**config.mk**
```make
export PLATFORM = sky130hd
export DESIGN_NAME = sac_ctrl
export DESIGN_NICKNAME = d
export VERILOG_FILES = /design/src/sac_pkg.sv /design/src/sac_seq_mem.sv /design/src/sac_ctrl.sv
export SDC_FILE = /design/constraint.sdc
export NUM_CORES = 1
export LEC_CHECK = 0
export ABC_AREA = 1
export BUFFER_PORTS_ARGS = -buffer_cell sky130_fd_sc_hd__buf_2
export CORE_UTILIZATION = 30
export CTS_CLUSTER_DIAMETER = 40
export DETAILED_ROUTE_END_ITERATION = 8
export MAX_ROUTING_LAYER = met4
export PLACE_DENSITY = 0.46
export RECOVER_POWER = 50
export SLEW_MARGIN = 10
export SYNTH_ARGS = -nofsm -noshare
export SYNTH_HDL_FRONTEND = slang
export SYNTH_HIERARCHICAL = 1
export SYNTH_SLANG_ARGS = --single-unit
```
**constraint.sdc**
```tcl
create_clock -name clock_i -period 2.7 [get_ports clock_i]
set_input_delay 0.135 -clock clock_i [delete_from_list [all_inputs] [get_ports clock_i]]
set_output_delay 0.135 -clock clock_i [all_outputs]
set_load 0.02 [all_outputs]
```
**src/sac_pkg.sv**
```systemverilog
package sac_pkg;

  // ****************************************************************
  // Channel and sequence sizing
  // ****************************************************************
  localparam int SAC_N_EXT = 16;
  localparam int SAC_N_INT = 2;
  localparam int SAC_N_CH = SAC_N_EXT + SAC_N_INT;
  localparam int SAC_CH_W = 5;
  localparam int SAC_SEQ_MAX = 16;
  localparam int SAC_LEN_W = 4;
  localparam int SAC_SLOT_W = 4;
  localparam logic [SAC_CH_W-1:0] SAC_CH_TEMP = 5'h10;
  localparam logic [SAC_CH_W-1:0] SAC_CH_VREF = 5'h11;

  // ****************************************************************
  // Data widths and encodings
  // ****************************************************************
  localparam int SAC_RAW_W = 12;
  localparam int SAC_DATA_W = 16;
  localparam int SAC_ACC_W = 20;
  localparam int SAC_CAL_W = 8;
  localparam logic [1:0] SAC_RES_12 = 2'h0;
  localparam logic [1:0] SAC_RES_10 = 2'h1;
  localparam logic [1:0] SAC_RES_8 = 2'h2;
  localparam logic [1:0] SAC_RES_6 = 2'h3;
  localparam int SAC_OVS_RATIO_W = 3;
  localparam int SAC_OVS_SHIFT_W = 4;
  localparam logic [SAC_OVS_SHIFT_W-1:0] SAC_OVS_SHIFT_MAX = 4'h8;
  localparam logic [SAC_CAL_W-1:0] SAC_CAL_RESET = 8'h00;

  // ****************************************************************
  // Timing
  // ****************************************************************
  localparam int SAC_CONV_CYC = 14;
  localparam int SAC_CAL_CYC = 64;
  localparam int SAC_CNT_W = 8;

  typedef enum logic [2:0]
  {
    SAC_ST_IDLE = 3'b000,
    SAC_ST_CAL = 3'b001,
    SAC_ST_CONV = 3'b010,
    SAC_ST_STORE = 3'b011,
    SAC_ST_NEXT = 3'b100
  } sac_state_t;

endpackage : sac_pkg

```
**src/sac_seq_mem.sv**
```systemverilog
`timescale 1ns/1ps
`default_nettype none

module sac_seq_mem
  import sac_pkg::*;
#(
  parameter int DEPTH = SAC_SEQ_MAX,
  parameter int AW = SAC_SLOT_W,
  parameter int DW = SAC_CH_W
)
(
  input wire logic clock_i,
  input wire logic we_i,
  input wire logic [AW-1:0] waddr_i,
  input wire logic [DW-1:0] wdata_i,
  input wire logic [AW-1:0] raddr_i,
  output logic [DW-1:0] rdata_o
);

  // ****************************************************************
  // Slot storage with registered read
  // ****************************************************************
  logic [DW-1:0] mem_r [DEPTH];

  always_ff @(posedge clock_i)
  begin
    if (we_i)
    begin
      mem_r[waddr_i] <= wdata_i;
    end
  end

  always_ff @(posedge clock_i)
  begin
    rdata_o <= mem_r[raddr_i];
  end

endmodule : sac_seq_mem

`default_nettype wire

```
**src/sac_ctrl.sv**
```systemverilog
`timescale 1ns/1ps
`default_nettype none

module sac_ctrl
  import sac_pkg::*;
#(
  parameter int CONV_CYC = SAC_CONV_CYC,
  parameter int CAL_CYC = SAC_CAL_CYC
)
(
  input wire logic clock_i,
  input wire logic rstn_i,
  input wire logic conv_enable_i,
  input wire logic calib_start_set_i,
  input wire logic calib_reset_i,
  input wire logic continuous_sel_i,
  input wire logic [1:0] resolution_i,
  input wire logic align_msb_i,
  input wire logic ovs_en_i,
  input wire logic [SAC_OVS_RATIO_W-1:0] ovs_ratio_i,
  input wire logic [SAC_OVS_SHIFT_W-1:0] ovs_shift_i,
  input wire logic [SAC_LEN_W-1:0] seq_length_i,
  input wire logic seq_we_i,
  input wire logic [SAC_SLOT_W-1:0] seq_waddr_i,
  input wire logic [SAC_CH_W-1:0] seq_wdata_i,
  input wire logic sw_start_i,
  input wire logic trig_event_i,
  input wire logic eoc_clear_i,
  input wire logic end_of_conv_irq_en_i,
  input wire logic wd_irq_en_i,
  input wire logic wd_en_i,
  input wire logic [SAC_RAW_W-1:0] wd_high_i,
  input wire logic [SAC_RAW_W-1:0] wd_low_i,
  input wire logic [SAC_RAW_W-1:0] core_data_i,
  input wire logic [SAC_CAL_W-1:0] core_cal_i,
  output logic core_pd_o,
  output logic core_sample_o,
  output logic [SAC_CH_W-1:0] core_ch_o,
  output logic [SAC_CAL_W-1:0] core_cal_o,
  output logic calib_start_o,
  output logic busy_o,
  output logic [SAC_DATA_W-1:0] rdata_o,
  output logic eoc_o,
  output logic wd_flag_o,
  output logic irq_o
);

  // ****************************************************************
  // Input synchronisers for the trigger pin
  // ****************************************************************
  logic trig_s1_r;
  logic trig_s2_r;
  logic trig_d_r;
  logic trig_pulse;

  always_ff @(posedge clock_i)
  begin
    trig_s1_r <= trig_event_i;
    trig_s2_r <= trig_s1_r;
    trig_d_r <= trig_s2_r;
  end

  assign trig_pulse = trig_s2_r & ~trig_d_r;

  // ****************************************************************
  // Helpers
  // ****************************************************************
  function automatic logic [SAC_RAW_W-1:0] res_mask(input logic [1:0] res);
    logic [SAC_RAW_W-1:0] m;
    m = 12'hFFF;
    case (res)
      SAC_RES_10: m = 12'hFFC;
      SAC_RES_8: m = 12'hFF0;
      SAC_RES_6: m = 12'hFC0;
      default: m = 12'hFFF;
    endcase
    return m;
  endfunction : res_mask

  // ****************************************************************
  // Control state
  // ****************************************************************
  sac_state_t state_r;
  sac_state_t state_nxt;
  logic active;
  logic start_req;
  logic [SAC_CNT_W-1:0] cnt_r;
  logic [SAC_SLOT_W-1:0] slot_r;
  logic [SAC_CH_W-1:0] slot_ch;
  logic [SAC_CAL_W-1:0] cal_r;
  logic [SAC_ACC_W-1:0] acc_r;
  logic [8:0] ovs_cnt_r;
  logic [8:0] ovs_target;
  logic last_slot;
  logic [SAC_SLOT_W-1:0] slot_nxt;
  logic ovs_done;
  logic [SAC_RAW_W-1:0] sample;
  logic [SAC_ACC_W-1:0] acc_sum;
  logic [SAC_ACC_W-1:0] acc_shift;
  logic [SAC_DATA_W-1:0] aligned;
  logic wd_hit;

  assign active = rstn_i & conv_enable_i;
  assign start_req = (sw_start_i | trig_pulse) & ~calib_start_o;
  assign last_slot = (slot_r == seq_length_i);
  assign ovs_target = 9'h001 << ({1'b0, ovs_ratio_i} + 4'h1);
  assign ovs_done = ~ovs_en_i | (ovs_cnt_r == ovs_target - 9'h001);
  assign sample = core_data_i & res_mask(resolution_i);

  // Read ahead with the next slot so the channel is ready at sampling
  assign slot_nxt = (!active || state_r == SAC_ST_IDLE) ? '0 :
                    (state_r == SAC_ST_STORE && ovs_done) ?
                    (last_slot ? '0 : slot_r + 4'h1) : slot_r;

  sac_seq_mem u_seq_mem
  (
    .clock_i(clock_i),
    .we_i(seq_we_i),
    .waddr_i(seq_waddr_i),
    .wdata_i(seq_wdata_i),
    .raddr_i(slot_nxt),
    .rdata_o(slot_ch)
  );

  always_comb
  begin
    state_nxt = state_r;
    case (state_r)
      SAC_ST_IDLE:
      begin
        if (calib_start_set_i)
        begin
          state_nxt = SAC_ST_CAL;
        end
        else if (start_req)
        begin
          state_nxt = SAC_ST_NEXT;
        end
      end
      SAC_ST_CAL:
      begin
        if (cnt_r == SAC_CNT_W'(CAL_CYC - 1))
        begin
          state_nxt = SAC_ST_IDLE;
        end
      end
      SAC_ST_NEXT: state_nxt = SAC_ST_CONV;
      SAC_ST_CONV:
      begin
        if (cnt_r == SAC_CNT_W'(CONV_CYC - 1))
        begin
          state_nxt = SAC_ST_STORE;
        end
      end
      SAC_ST_STORE:
      begin
        if (!ovs_done || !last_slot || continuous_sel_i)
        begin
          state_nxt = SAC_ST_NEXT;
        end
        else
        begin
          state_nxt = SAC_ST_IDLE;
        end
      end
      default: state_nxt = SAC_ST_IDLE;
    endcase
  end

  always_ff @(posedge clock_i)
  begin
    if (!active)
    begin
      state_r <= SAC_ST_IDLE;
    end
    else
    begin
      state_r <= state_nxt;
    end
  end

  always_ff @(posedge clock_i)
  begin
    if (!active || state_r != state_nxt)
    begin
      cnt_r <= '0;
    end
    else
    begin
      cnt_r <= cnt_r + 8'h01;
    end
  end

  // ****************************************************************
  // Slot walk and oversample accumulation
  // ****************************************************************
  assign acc_sum = acc_r + {{(SAC_ACC_W-SAC_RAW_W){1'b0}}, sample};
  assign acc_shift = acc_sum >> ((ovs_shift_i > SAC_OVS_SHIFT_MAX) ?
                                 SAC_OVS_SHIFT_MAX : ovs_shift_i);

  always_comb
  begin
    aligned = ovs_en_i ? acc_shift[SAC_DATA_W-1:0] : {4'h0, sample};
    if (align_msb_i && !ovs_en_i)
    begin
      aligned = {sample, 4'h0};
    end
  end

  always_ff @(posedge clock_i)
  begin
    if (!active || state_r == SAC_ST_IDLE)
    begin
      slot_r <= '0;
      acc_r <= '0;
      ovs_cnt_r <= '0;
    end
    else if (state_r == SAC_ST_STORE)
    begin
      if (!ovs_done)
      begin
        acc_r <= acc_sum;
        ovs_cnt_r <= ovs_cnt_r + 9'h001;
      end
      else
      begin
        acc_r <= '0;
        ovs_cnt_r <= '0;
        slot_r <= last_slot ? '0 : slot_r + 4'h1;
      end
    end
  end

  // ****************************************************************
  // Calibration factor and start bit
  // ****************************************************************
  always_ff @(posedge clock_i)
  begin
    if (!active || calib_reset_i)
    begin
      cal_r <= SAC_CAL_RESET;
    end
    else if (state_r == SAC_ST_CAL && state_nxt == SAC_ST_IDLE)
    begin
      cal_r <= core_cal_i;
    end
  end

  always_ff @(posedge clock_i)
  begin
    if (!active)
    begin
      calib_start_o <= 1'b0;
    end
    else
    begin
      calib_start_o <= (state_nxt == SAC_ST_CAL);
    end
  end

  // ****************************************************************
  // Results, flags and interrupt
  // ****************************************************************
  assign wd_hit = wd_en_i && state_r == SAC_ST_STORE &&
                  (core_data_i > wd_high_i || core_data_i < wd_low_i);

  always_ff @(posedge clock_i)
  begin
    if (!active)
    begin
      rdata_o <= '0;
      eoc_o <= 1'b0;
      wd_flag_o <= 1'b0;
    end
    else
    begin
      if (state_r == SAC_ST_STORE && ovs_done)
      begin
        rdata_o <= aligned;
      end
      if (state_r == SAC_ST_STORE && ovs_done && last_slot)
      begin
        eoc_o <= 1'b1;
      end
      else if (eoc_clear_i)
      begin
        eoc_o <= 1'b0;
      end
      if (wd_hit)
      begin
        wd_flag_o <= 1'b1;
      end
      else if (eoc_clear_i)
      begin
        wd_flag_o <= 1'b0;
      end
    end
  end

  always_ff @(posedge clock_i)
  begin
    if (!active)
    begin
      irq_o <= 1'b0;
    end
    else
    begin
      irq_o <= (eoc_o & end_of_conv_irq_en_i) | (wd_flag_o & wd_irq_en_i);
    end
  end

  // ****************************************************************
  // Analog core drive
  // ****************************************************************
  always_ff @(posedge clock_i)
  begin
    if (!rstn_i)
    begin
      core_pd_o <= 1'b1;
      core_sample_o <= 1'b0;
      core_ch_o <= '0;
      core_cal_o <= SAC_CAL_RESET;
      busy_o <= 1'b0;
    end
    else
    begin
      core_pd_o <= ~conv_enable_i;
      core_sample_o <= active && state_nxt == SAC_ST_CONV && state_r == SAC_ST_NEXT;
      core_ch_o <= (slot_ch < SAC_CH_W'(SAC_N_CH)) ? slot_ch : SAC_CH_TEMP;
      core_cal_o <= cal_r;
      busy_o <= active && state_nxt != SAC_ST_IDLE;
    end
  end

endmodule : sac_ctrl

`default_nettype wire

```
==> run_results.csv, run 1 <==
group,metric,value,unit
grt,grtUsageTotal,0.185,
layout,nFillCells,3445,
layout,drive_above_1_share,0.220,
grt,grt_max_degree,41,
logic_synthesis,syn-num-nets,1441,
clock_tree,htree_num_levels,4,
clock_tree,cts.path.max_buffers,2,
grt,antenna_found_initial,1,
sta,clock_skew,0.0117,ns
drt,wirelength,29.8,mm
sta,finalSetupViolCount,0,
logic_synthesis,synthesis.area,0.00995,mm2
worst_setup_path,slowest_stage,"dfxtp_4",
placed_design,hpwl,21.8,mm
layout,layout_commonest_cell,"nand2_1",
power,p_sw_frac,0.263,
sta,fmax,393,MHz
worst_hold_path,min_path_type,"in -> reg",
worst_setup_path,r2r_slack,0.16,ns
layout,fin_nets,1648,
worst_setup_path,cp_common_cell,"nand2_1",
power,pwr-share-comb,0.101,
layout,seq_area,0.00433,mm2
clock_tree,cts_sinks,176,
grt,gr-total-overflow,0,
sta,setup_tns,0,ns
die,die_w,184,um
die,start_util,0.305,
worst_setup_path,required,3.08,ns
flow_run,max_cap_violations,0,
sta,slew_headroom,0.347,
drt,drt_iter0_drc,522,
worst_setup_path,rr_worst_depth,19,
drt,detail_route.vias_per_cell,4.64,
sta,fin_hold_ws,0.0827,ns
drt,ant_nets,0,
worst_setup_path,crit_path_max_incr_delay,0.37,ns
grt,first_global_vias,8746,
worst_setup_path,worst_ep_arrival_time,2.92,ns
die,row_count,66,
drt,routedWlPerCell,15.0,um
sta,tightest_slew,0.980,ns
worst_setup_path,worst-path-max-fanout,6,
clock_tree,cts_tree,"done",
logic_synthesis,ys_seq_area_frac,0.434,
power,p_total,5.94,mW
layout,area.growth.synth_to_final,26.1,%
drt,drt_pass1_iterations,5,
die,core_area,0.0326,mm2
clock_tree,clk_latency,0.45,ns
logic_synthesis,yosysUniqueCellTypes,51,
worst_setup_path,path_cells,"inv_2 -> nand2_1 -> nand4_1 -> nor3_2 -> nand4_1 -> nand2_1 -> inv_2 -> nor2_8 -> inv_2 -> or2_4 -> a21oi_4 -> buf_12 -> clkbuf_16 -> nand2_1 -> nand2_1 -> nand2_1 -> nand3_2 -> nand3_1 -> nand2_1",
sta,hold_viol,0,
power,p_int,4.38,mW
drt,vias,9203,
power,p_leak,5.74,nW
power,ir_drop,515,uV
die,die_area,0.0339,mm2
clock_tree,cts_buffers,17,
worst_hold_path,min_path_cells,3,
layout,multiInputGateArea,0.00476,mm2
logic_synthesis,synth_async_sr_flop_share,0,
worst_setup_path,end_kind,"flip-flop",
worst_setup_path,startpoint_type,"flip-flop",
placed_design,place_congestion,0.854,
layout,finalCoreUtilization,0.385,
die,die_h,184,um
logic_synthesis,synth_cells,1319,
worst_setup_path,path_class,"reg -> reg",
logic_synthesis,synthFlopType,"dfxtp_1",
layout,final_cell_mix,"nand2_1 (336), nand3_1 (168), inv_1 (158), buf_2 (106), nor2_1 (96)",
sta,layout_setup_ws,0.158,ns
sta,finalCritPeriodShare,0.942,
logic_synthesis,ys_ff_latch,176,
power,seqPwrFrac,0.476,
power,power_frac_clock,0.423,
power,p_sw,1.56,mW
outcome,status,"complete, no violations",
sta,slew_viol_final,0,
logic_synthesis,syn_avg_cell_area,7.55,um2
sta,period_needed,2.54,ns
die,io_pins,117,
power,power_density,473,mW/mm2
logic_synthesis,yosys_warnings,6,
clock_tree,clkSlewWorstSetupHoldPaths,0.07,ns
logic_synthesis,synth-edff-count,80,
placed_design,portBuffers,116,
grt,grt_pass1_wl,46.6,mm
clock_tree,clockRootBuffer,"clkbuf_16",
placed_design,dp_slack,-0.230,ns
drt,drc,0,
==> timing repair <==
item | 4_1_cts | 5_1_grt
setup buffers | 0 | 5
hold buffers | 14 | 0
endpoints found under the setup margin | 0 | 17
hold endpoints to repair | 12 | 0
gates resized for setup | 0 | 37
==> final timing paths <==
kind	start	endpoint
max	ovs_cnt_r[5]$_SDFFE_PN0N_	u_seq_mem/rdata_o[4]$_DFF_P_
min	calib_reset_i	cal_r[5]$_SDFFE_PP0P_
max reg2reg	ovs_cnt_r[5]$_SDFFE_PN0N_	u_seq_mem/rdata_o[4]$_DFF_P_
min reg2reg	trig_s1_r$_DFF_P_	trig_s2_r$_DFF_P_
==> flip-flops by register name (all words and copies together) (netlist names), 3 cells and up <==
| name | flops |
|---|---|
| acc_r | 20 |
| cal_r | 8 |
| cnt_r | 8 |
| core_cal_o | 8 |
| core_ch_o | 5 |
| ovs_cnt_r | 9 |
| rdata_o | 16 |
| slot_r | 4 |
| state_r | 3 |
| u_seq_mem/mem_r | 80 |
| u_seq_mem/rdata_o | 5 |
==> metal layers <==
| metal | vias up | track usage | part of all wire |
|---|---|---|---|
| li1 | 4721 | - | - |
| met1 | 4235 | 0.247 | 0.49 |
| met2 | 213 | 0.287 | 0.45 |
| met3 | 34 | 0.0263 | 0.038 |
| met4 | 0 | 0.0613 | 0.022 |
| met5 | - | - | 0 |
==> power groups by stage <==
stage / clock network [mW] / registers, mW / logic [mW]
after floorplan: 0 / 2.90 / 0.315
after global placement: 0 / 2.89 / 0.586
after detailed placement: 0 / 2.89 / 0.586
after CTS: 2.58 / 2.83 / 0.602
after global routing: 2.68 / 2.83 / 0.680
final: 2.51 / 2.83 / 0.600
==> synth_stat cells, types with 2 or more instances <==
cell,n,area (um2)
xor2_1,18,158
nand3b_1,4,30.0
nand2_2,25,156
nor2_1,97,364
nor4_1,2,12.5
nor3b_1,4,30.0
nand3_2,3,30.0
buf_6,5,56.3
nor3_2,3,30.0
clkinv_1,3,11.3
nand4_1,22,138
buf_12,2,40.0
a21boi_1,8,60.1
inv_1,159,597
buf_2,12,60.1
and2_1,5,31.3
clkbuf_1,10,37.5
nor3_1,7,35.0
a21o_1,2,15.0
edfxtp_1,80,2400
inv_2,36,135
nand2_1,342,1280
ha_1,40,500
or2_2,5,31.3
o21ai_1,6,30.0
xnor2_1,3,26.3
a21oi_1,77,385
a22oi_1,2,15.0
dfxtp_1,96,1920
o21ai_0,29,145
a211oi_1,4,30.0
o211ai_1,6,45.0
buf_4,5,37.5
nand3_1,180,901
==> kinds of logic after synthesis <==
group	after synthesis	synth area share
AOI/OAI and AO/OA	140	0.0777
xor gates and xnor gates	21	0.0185
adders and majority gates	41	0.0523
buffers and inverters	234	0.0994
DFF	176	0.434
other	1	0.000377
and+or+nand+nor	706	0.317
==> critical path, delay by kind of cell (launching register included) <==
kind | cells | cell delay [ns]
buffers and inverters | 5 | 0.54
DFF | 1 | 0.37
AOI/OAI and AO/OA | 1 | 0.20
and+or+nand+nor | 13 | 1.38
==> area by class of cell <==
type,instances,share of cell area
clock inverter,13,0.0121
clock buffer,19,0.0353
timing repair buffer,222,0.121
sequential,176,0.345
inverter,199,0.0616
antenna,2,0.000399
timing repair inverter,1,0.000897
multi-input combinational,909,0.379
tap,442,0.0441
==> per-stage QoR <==
| stage | instance area (um2) | instances |
|---|---|---|
| global route | 12500 | 1982 |
| floorplan | 9950 | 1319 |
| global placement | 11500 | 1925 |
| CTS | 12300 | 1971 |
| detailed placement | 11500 | 1925 |
| finish | 12600 | 1983 |
(Power assumes the default switching activity.)
==> inputs of run 2 (changes only) <==
ABC_AREA = default   (was 1)
==> run 2 against run 1 <==
The run now ends with setup timing left. Critical endpoint is now rdata_o[4]$_SDFFE_PN0P_. Non-clock buffer count grew 71. Cell area grew 7.4%. Highest routed layer unchanged. Utilization up 2.9 points. Critical path type unchanged.
==> run_results.csv, run 2 <==
group,metric,value,unit
die,start_util,0.304,
worst_setup_path,worst_ep_arrival_time,3.13,ns
logic_synthesis,yosys_warnings,6,
logic_synthesis,synth_async_sr_flop_share,0,
grt,grtUsageTotal,0.199,
drt,vias,8676,
placed_design,dpl_cell_area,0.0120,mm2
drt,drt_pass1_iterations,4,
sta,tightest_slew,0.835,ns
logic_synthesis,synthesis.area,0.00990,mm2
logic_synthesis,ys_seq_area_frac,0.437,
layout,seq_area,0.00433,mm2
sta,layout_setup_ws,-0.0914,ns
logic_synthesis,synthTopCellsByArea,"edfxtp_1 (24%), dfxtp_1 (19%), mux4_2 (5.2%), ha_1 (5.1%), nor2_1 (3.9%)",
drt,drc,0,
sta,fmax,358,MHz
outcome,violations,"setup timing",
grt,grt_pass1_wl,49.9,mm
worst_setup_path,slowest_stage,"mux4_2",
logic_synthesis,synth_cells,1006,
layout,area.growth.synth_to_final,36.1,%
die,core_area,0.0325,mm2
worst_setup_path,worst-path-max-fanout,6,
sta,slew_viol_final,0,
sta,finalCritPeriodShare,1.03,
die,io_pins,117,
die,row_count,66,
grt,gr-total-overflow,0,
layout,final_area,0.0135,mm2
sta,period_needed,2.79,ns
clock_tree,cts_tree,"done",
worst_setup_path,path_cells,"ha_4 -> inv_2 -> fa_2 -> and4b_4 -> o21a_4 -> buf_4 -> nor2_2 -> xnor2_2 -> mux4_2 -> nor2_1 -> nor3_1 -> buf_4 -> a22o_1",
placed_design,hpwl,24.3,mm
clock_tree,htree_num_levels,4,
clock_tree,clkSlewWorstSetupHoldPaths,0.08,ns
layout,multiInputGateArea,0.00580,mm2
worst_setup_path,end_kind,"flip-flop",
worst_setup_path,crit_path_max_incr_delay,0.52,ns
clock_tree,clk_latency,0.44,ns
sta,hold_viol,0,
layout,drive_above_1_share,0.352,
worst_hold_path,min_path_type,"in -> reg",
logic_synthesis,ys_ff_latch,176,
grt,antenna_found_initial,1,
worst_setup_path,cp_common_cell,"buf_4",
layout,layout_commonest_cell,"buf_4",
drt,drt_iter0_drc,444,
layout,largest_register_ffs,80,
logic_synthesis,synth-edff-count,80,
worst_setup_path,required,3.04,ns
die,die_h,184,um
logic_synthesis,syn-num-nets,1128,
drt,detail_route.vias_per_cell,5.06,
logic_synthesis,synth_top_cell_by_area,"edfxtp_1",
worst_setup_path,path_class,"reg -> reg",
power,power_density,446,mW/mm2
worst_setup_path,startpoint_type,"flip-flop",
outcome,status,"complete, but fails checks",
die,die_area,0.0337,mm2
drt,ant_nets,0,
logic_synthesis,synth_top_cell_area_share,0.243,
layout,top_regs,"u_seq_mem/mem_r: 80 flops, acc_r: 20 flops, rdata_o: 16 flops",
drt,routedWlPerCell,18.8,um
worst_setup_path,path_buf_inv,3,
placed_design,place_congestion,0.900,
sta,finalSetupViolCount,11,
clock_tree,clockRootBuffer,"clkbuf_16",
logic_synthesis,yosysMostFrequentCell,"nor2_1",
layout,max_flop_register,"u_seq_mem/mem_r",
clock_tree,cts.path.max_buffers,2,
layout,final_cell_mix,"buf_4 (149), buf_2 (108), nor2_1 (92), dfxtp_1 (91), nand2_1 (82)",
power,ir_drop,319,uV
logic_synthesis,yosys-top-cells-count,"nor2_1 (102), dfxtp_1 (96), nand2_1 (84)",
power,p_leak,5.27,nW
clock_tree,cts_sinks,176,
layout,fin_nets,1382,
sta,slew_headroom,0.439,
layout,finalCoreUtilization,0.414,
die,die_w,184,um
clock_tree,cts_buffers,17,
worst_setup_path,cp_top_family,"simple AND/OR/NAND/NOR gates",
logic_synthesis,synthFlopType,"dfxtp_1",
power,p_total,6.02,mW
sta,clock_skew,0.0225,ns
drt,wirelength,32.3,mm
grt,grt_max_degree,27,
logic_synthesis,syn_avg_cell_area,9.85,um2
flow_run,max_cap_violations,0,
sta,rsz0062_at_grt,"yes",
placed_design,portBuffers,116,
layout,nFillCells,3233,
grt,first_global_vias,8674,
logic_synthesis,yosysUniqueCellTypes,94,
## run 2: cell count changes after synthesis, sizes merged, moves of 15 or more
cell,previous run,this run
clkbuf,10,36
nand2b,0,18
nand2,367,84
mux4,0,23
a21o,2,22
and2,5,21
nor2b,0,15
mux2i,0,18
nor3,11,28
inv,196,40
nand3,183,36
## run 2: repair_timing
item,CTS,global route
setup endpoints to repair,21,22
buffers inserted,9,14
hold buffers,11,0
endpoints found under the hold margin,10,0
pin swaps,27,46
cloned,2,2
resized for setup,53,79
## run 2: final timing paths
check / slack (ns) / cells past startpoint / start / to
worst max-delay path: -0.09 / 13 / acc_r[0]$_SDFFE_PN0N_ / rdata_o[4]$_SDFFE_PN0P_
worst min-delay path: 0.06 / 2 / rstn_i / core_ch_o[4]$_SDFF_PN0_
worst max register to register: -0.09 / 13 / acc_r[0]$_SDFFE_PN0N_ / rdata_o[4]$_SDFFE_PN0P_
worst min register to register: 0.34 / 0 / trig_s1_r$_DFF_P_ / trig_s2_r$_DFF_P_
## run 2: stage by stage
stage	std cells	setup slack (ns)	hold slack (ns)	TNS, ns
finish	1716	-0.0914	0.0616	-0.517
global route	1716	-0.198	0.0584	-2.55
CTS	1705	-0.117	0.0254	-0.265
detailed placement	1651	-0.474	0.242	-6.67
global placement	1651	-0.460	0.241	-6.77
floorplan	1006	-0.00219	0.163	-0.00219
## run 2: power breakdown
part / total [mW] / switching, mW / internal [mW]
logic: 0.705 / 0.405 / 0.300
clock network: 2.48 / 1.23 / 1.25
registers: 2.83 / 0.0144 / 2.82
## run 2: layout make-up
| type | instances | area share |
|---|---|---|
| inverters | 42 | 0.0117 |
| multi-input cells | 730 | 0.430 |
| diodes | 1 | 0.000186 |
| clock inverters | 15 | 0.0114 |
| repair buffers | 293 | 0.152 |
| flip-flops and latches | 176 | 0.322 |
| clock buffers | 17 | 0.0316 |
| well taps | 442 | 0.0410 |
## run 2: per-layer routing
metal	GRT usage	up-vias	share of wire
li1	-	4217	-
met1	0.263	4211	0.48
met2	0.318	209	0.47
met3	0.0285	39	0.033
met4	0.0537	0	0.019
met5	-	-	0
## run 2: cell families (layout without fill, tap and decap cells)
logic type,after synthesis,in the layout,synth area share
xor+xnor,37,37,0.0342
fa+ha+maj,41,41,0.0526
mux,44,44,0.0743
flops,176,176,0.437
compound gates,243,243,0.180
buf+inv,100,367,0.0422
simple gates,364,364,0.180
other cells,1,2,0.000379
==> inputs of run 3 (changes only) <==
==> constraint.sdc (replaced) <==
create_clock -name clock_i -period 2.7 [get_ports clock_i]
set_input_delay 0.675 -clock clock_i [delete_from_list [all_inputs] [get_ports clock_i]]
set_output_delay 0.675 -clock clock_i [all_outputs]
set_load 0.02 [all_outputs]
==> run 3 against run 2 <==
The run still ends with setup timing left. Clock power hardly changed. Maximum frequency is 11% lower. Sequential cell count is the same. Clock skew about the same. Routed wire length is 0.25% lower. Clock-buffer cell count is 1 higher. Register-to-register slack worse by 0.16 ns. Setup slack got worse by 0.34 ns.
==> run_results.csv, run 3 (synthesis results as in run 2) <==
group,metric,value,unit
layout,antenna_cells,0,
power,power_density,443,mW/mm2
layout,nFillCells,3255,
layout,top_regs,"u_seq_mem/mem_r: 80 flops, acc_r: 20 flops, rdata_o: 16 flops",
clock_tree,clockRootBuffer,"clkbuf_16",
drt,wirelength,32.2,mm
layout,fin_nets,1395,
power,seqPwrFrac,0.470,
die,io_pins,117,
layout,layout_commonest_cell,"buf_4",
drt,detail_route.vias_per_cell,5.03,
outcome,violations,"setup timing",
clock_tree,cts_tree,"done",
worst_setup_path,cp-startpoint,"ovs_ratio_i[1]",
worst_setup_path,startpoint_type,"primary input",
sta,fin_hold_ws,0.329,ns
drt,drt_pass1_iterations,5,
clock_tree,cts_sinks,176,
grt,grt_max_degree,27,
worst_setup_path,required,3.01,ns
placed_design,hpwl,24.7,mm
flow_run,max_cap_violations,0,
die,die_h,184,um
outcome,status,"complete, but fails checks",
clock_tree,htree_num_levels,4,
die,start_util,0.304,
sta,rsz0062_at_grt,"yes",
die,die_w,184,um
sta,slew_viol_final,0,
power,p_sw,1.64,mW
die,row_count,66,
worst_setup_path,rr_endpoint,"rdata_o[3]$_SDFFE_PN0P_",
worst_setup_path,worst-path-max-fanout,7,
grt,gr-total-overflow,0,
drt,ant_nets,0,
power,power_frac_clock,0.412,
sta,hold_viol,0,
sta,slew_headroom,0.473,
sta,layout_setup_ws,-0.432,ns
clock_tree,ctsHoldBuffers,0,
layout,largest_register_ffs,80,
grt,grt_pass1_wl,50.1,mm
sta,setup_tns,-6.06,ns
power,pwr-share-comb,0.119,
clock_tree,cts.path.max_buffers,2,
die,die_area,0.0337,mm2
layout,drive_above_1_share,0.377,
worst_setup_path,regToRegStartpoint,"acc_r[0]$_SDFFE_PN0N_",
sta,finalCritPeriodShare,1.16,
drt,drt_iter0_drc,485,
drt,vias,8686,
sta,tightest_slew,0.791,ns
power,p_int,4.39,mW
sta,fmax,319,MHz
worst_setup_path,end_kind,"flip-flop",
drt,routedWlPerCell,18.7,um
placed_design,portBuffers,116,
clock_tree,clkSlewWorstSetupHoldPaths,0.07,ns
worst_hold_path,hold_start,"trig_s1_r$_DFF_P_",
drt,drc,0,
clock_tree,clk_latency,0.45,ns
sta,clock_skew,0.0230,ns
worst_hold_path,min_path_type,"reg -> reg",
grt,grtUsageTotal,0.202,
worst_setup_path,worst_ep_arrival_time,3.45,ns
power,p_leak,5.34,nW
clock_tree,cts_buffers,17,
sta,finalSetupViolCount,21,
worst_setup_path,worstSetupEndpoint,"u_seq_mem/rdata_o[2]$_DFF_P_",
layout,max_flop_register,"u_seq_mem/mem_r",
grt,antenna_found_initial,0,
worst_setup_path,path_class,"in -> reg",
worst_setup_path,rr_worst_depth,12,
layout,final_cell_mix,"buf_4 (166), buf_2 (103), dfxtp_1 (96), nor2_1 (91), edfxtp_1 (80)",
layout,area.growth.synth_to_final,37.5,%
sta,period_needed,3.13,ns
power,p_sw_frac,0.272,
worst_setup_path,r2r_slack,-0.25,ns
placed_design,place_congestion,0.906,
power,p_total,6.03,mW
grt,first_global_vias,8821,
power,ir_drop,318,uV
die,core_area,0.0325,mm2
## run 3: power groups by stage
| stage | logic (mW) | clock network (mW) | registers (mW) |
|---|---|---|---|
| after floorplan | 0.325 | 0 | 2.89 |
| after global placement | 0.657 | 0 | 2.89 |
| after detailed placement | 0.652 | 0 | 2.89 |
| after CTS | 0.696 | 2.53 | 2.83 |
| after global routing | 0.781 | 2.64 | 2.84 |
| final | 0.715 | 2.48 | 2.83 |
## run 3: area by class of cell
| class | count | area, um2 | area share |
|---|---|---|---|
| Sequential cell | 176 | 4320 | 0.318 |
| Multi-Input combinational cell | 730 | 5830 | 0.428 |
| Clock inverter | 14 | 143 | 0.0105 |
| Clock buffer | 18 | 439 | 0.0323 |
| Inverter | 42 | 163 | 0.0119 |
| Timing Repair Buffer | 306 | 2170 | 0.159 |
| Tap cell | 442 | 553 | 0.0406 |
## run 3: critical path: stages
cell      delay (ns)
buf_8           0.10
nor3_4          0.18
inv_1           0.06
ha_1            0.29
xor2_1          0.16
nand3_1         0.10
a211oi_2        0.17
o211ai_2        0.15
a21o_1          0.23
nor2_4          0.12
mux2i_4         0.09
nor2_4          0.15
buf_12          0.16
mux4_2          0.50
a22oi_2         0.22
nand3_1         0.09
## run 3: repair_timing
action / CTS / global route
hold endpoints to repair: 0 / 0
cloned: 2 / 0
buffers inserted: 19 / 10
gates resized for setup: 90 / 60
endpoints found under the setup margin: 22 / 41
pin swaps: 59 / 45
## run 3: stage by stage
step	util	instance area (um2)	worst slack, ns	instances
floorplan	-	10000	-0.532	1006
global placement	0.375	12200	-1.00	1677
detailed placement	0.375	12200	-1.04	1677
CTS	0.411	13400	-0.482	1726
global route	0.418	13600	-0.645	1728
finish	0.418	13600	-0.432	1728
## run 3: worst min path at each step
stage          slack [ns]                end  cells past startpoint
3_5_place_dp         0.32  trig_s2_r$_DFF_P_                      0
3_3_place_gp         0.32  trig_s2_r$_DFF_P_                      0
6_report             0.33  trig_s2_r$_DFF_P_                      0
2_1_floorplan        0.31  trig_s2_r$_DFF_P_                      0
5_1_grt              0.32  trig_s1_r$_DFF_P_                      1
4_1_cts              0.32  trig_s1_r$_DFF_P_                      1
## run 3: layer usage
layer,share of wire,global-route usage,vias up
li1,-,-,4244
met1,0.47,0.264,4203
met2,0.46,0.320,179
met3,0.038,0.0313,60
met4,0.026,0.0627,0
met5,0,-,-
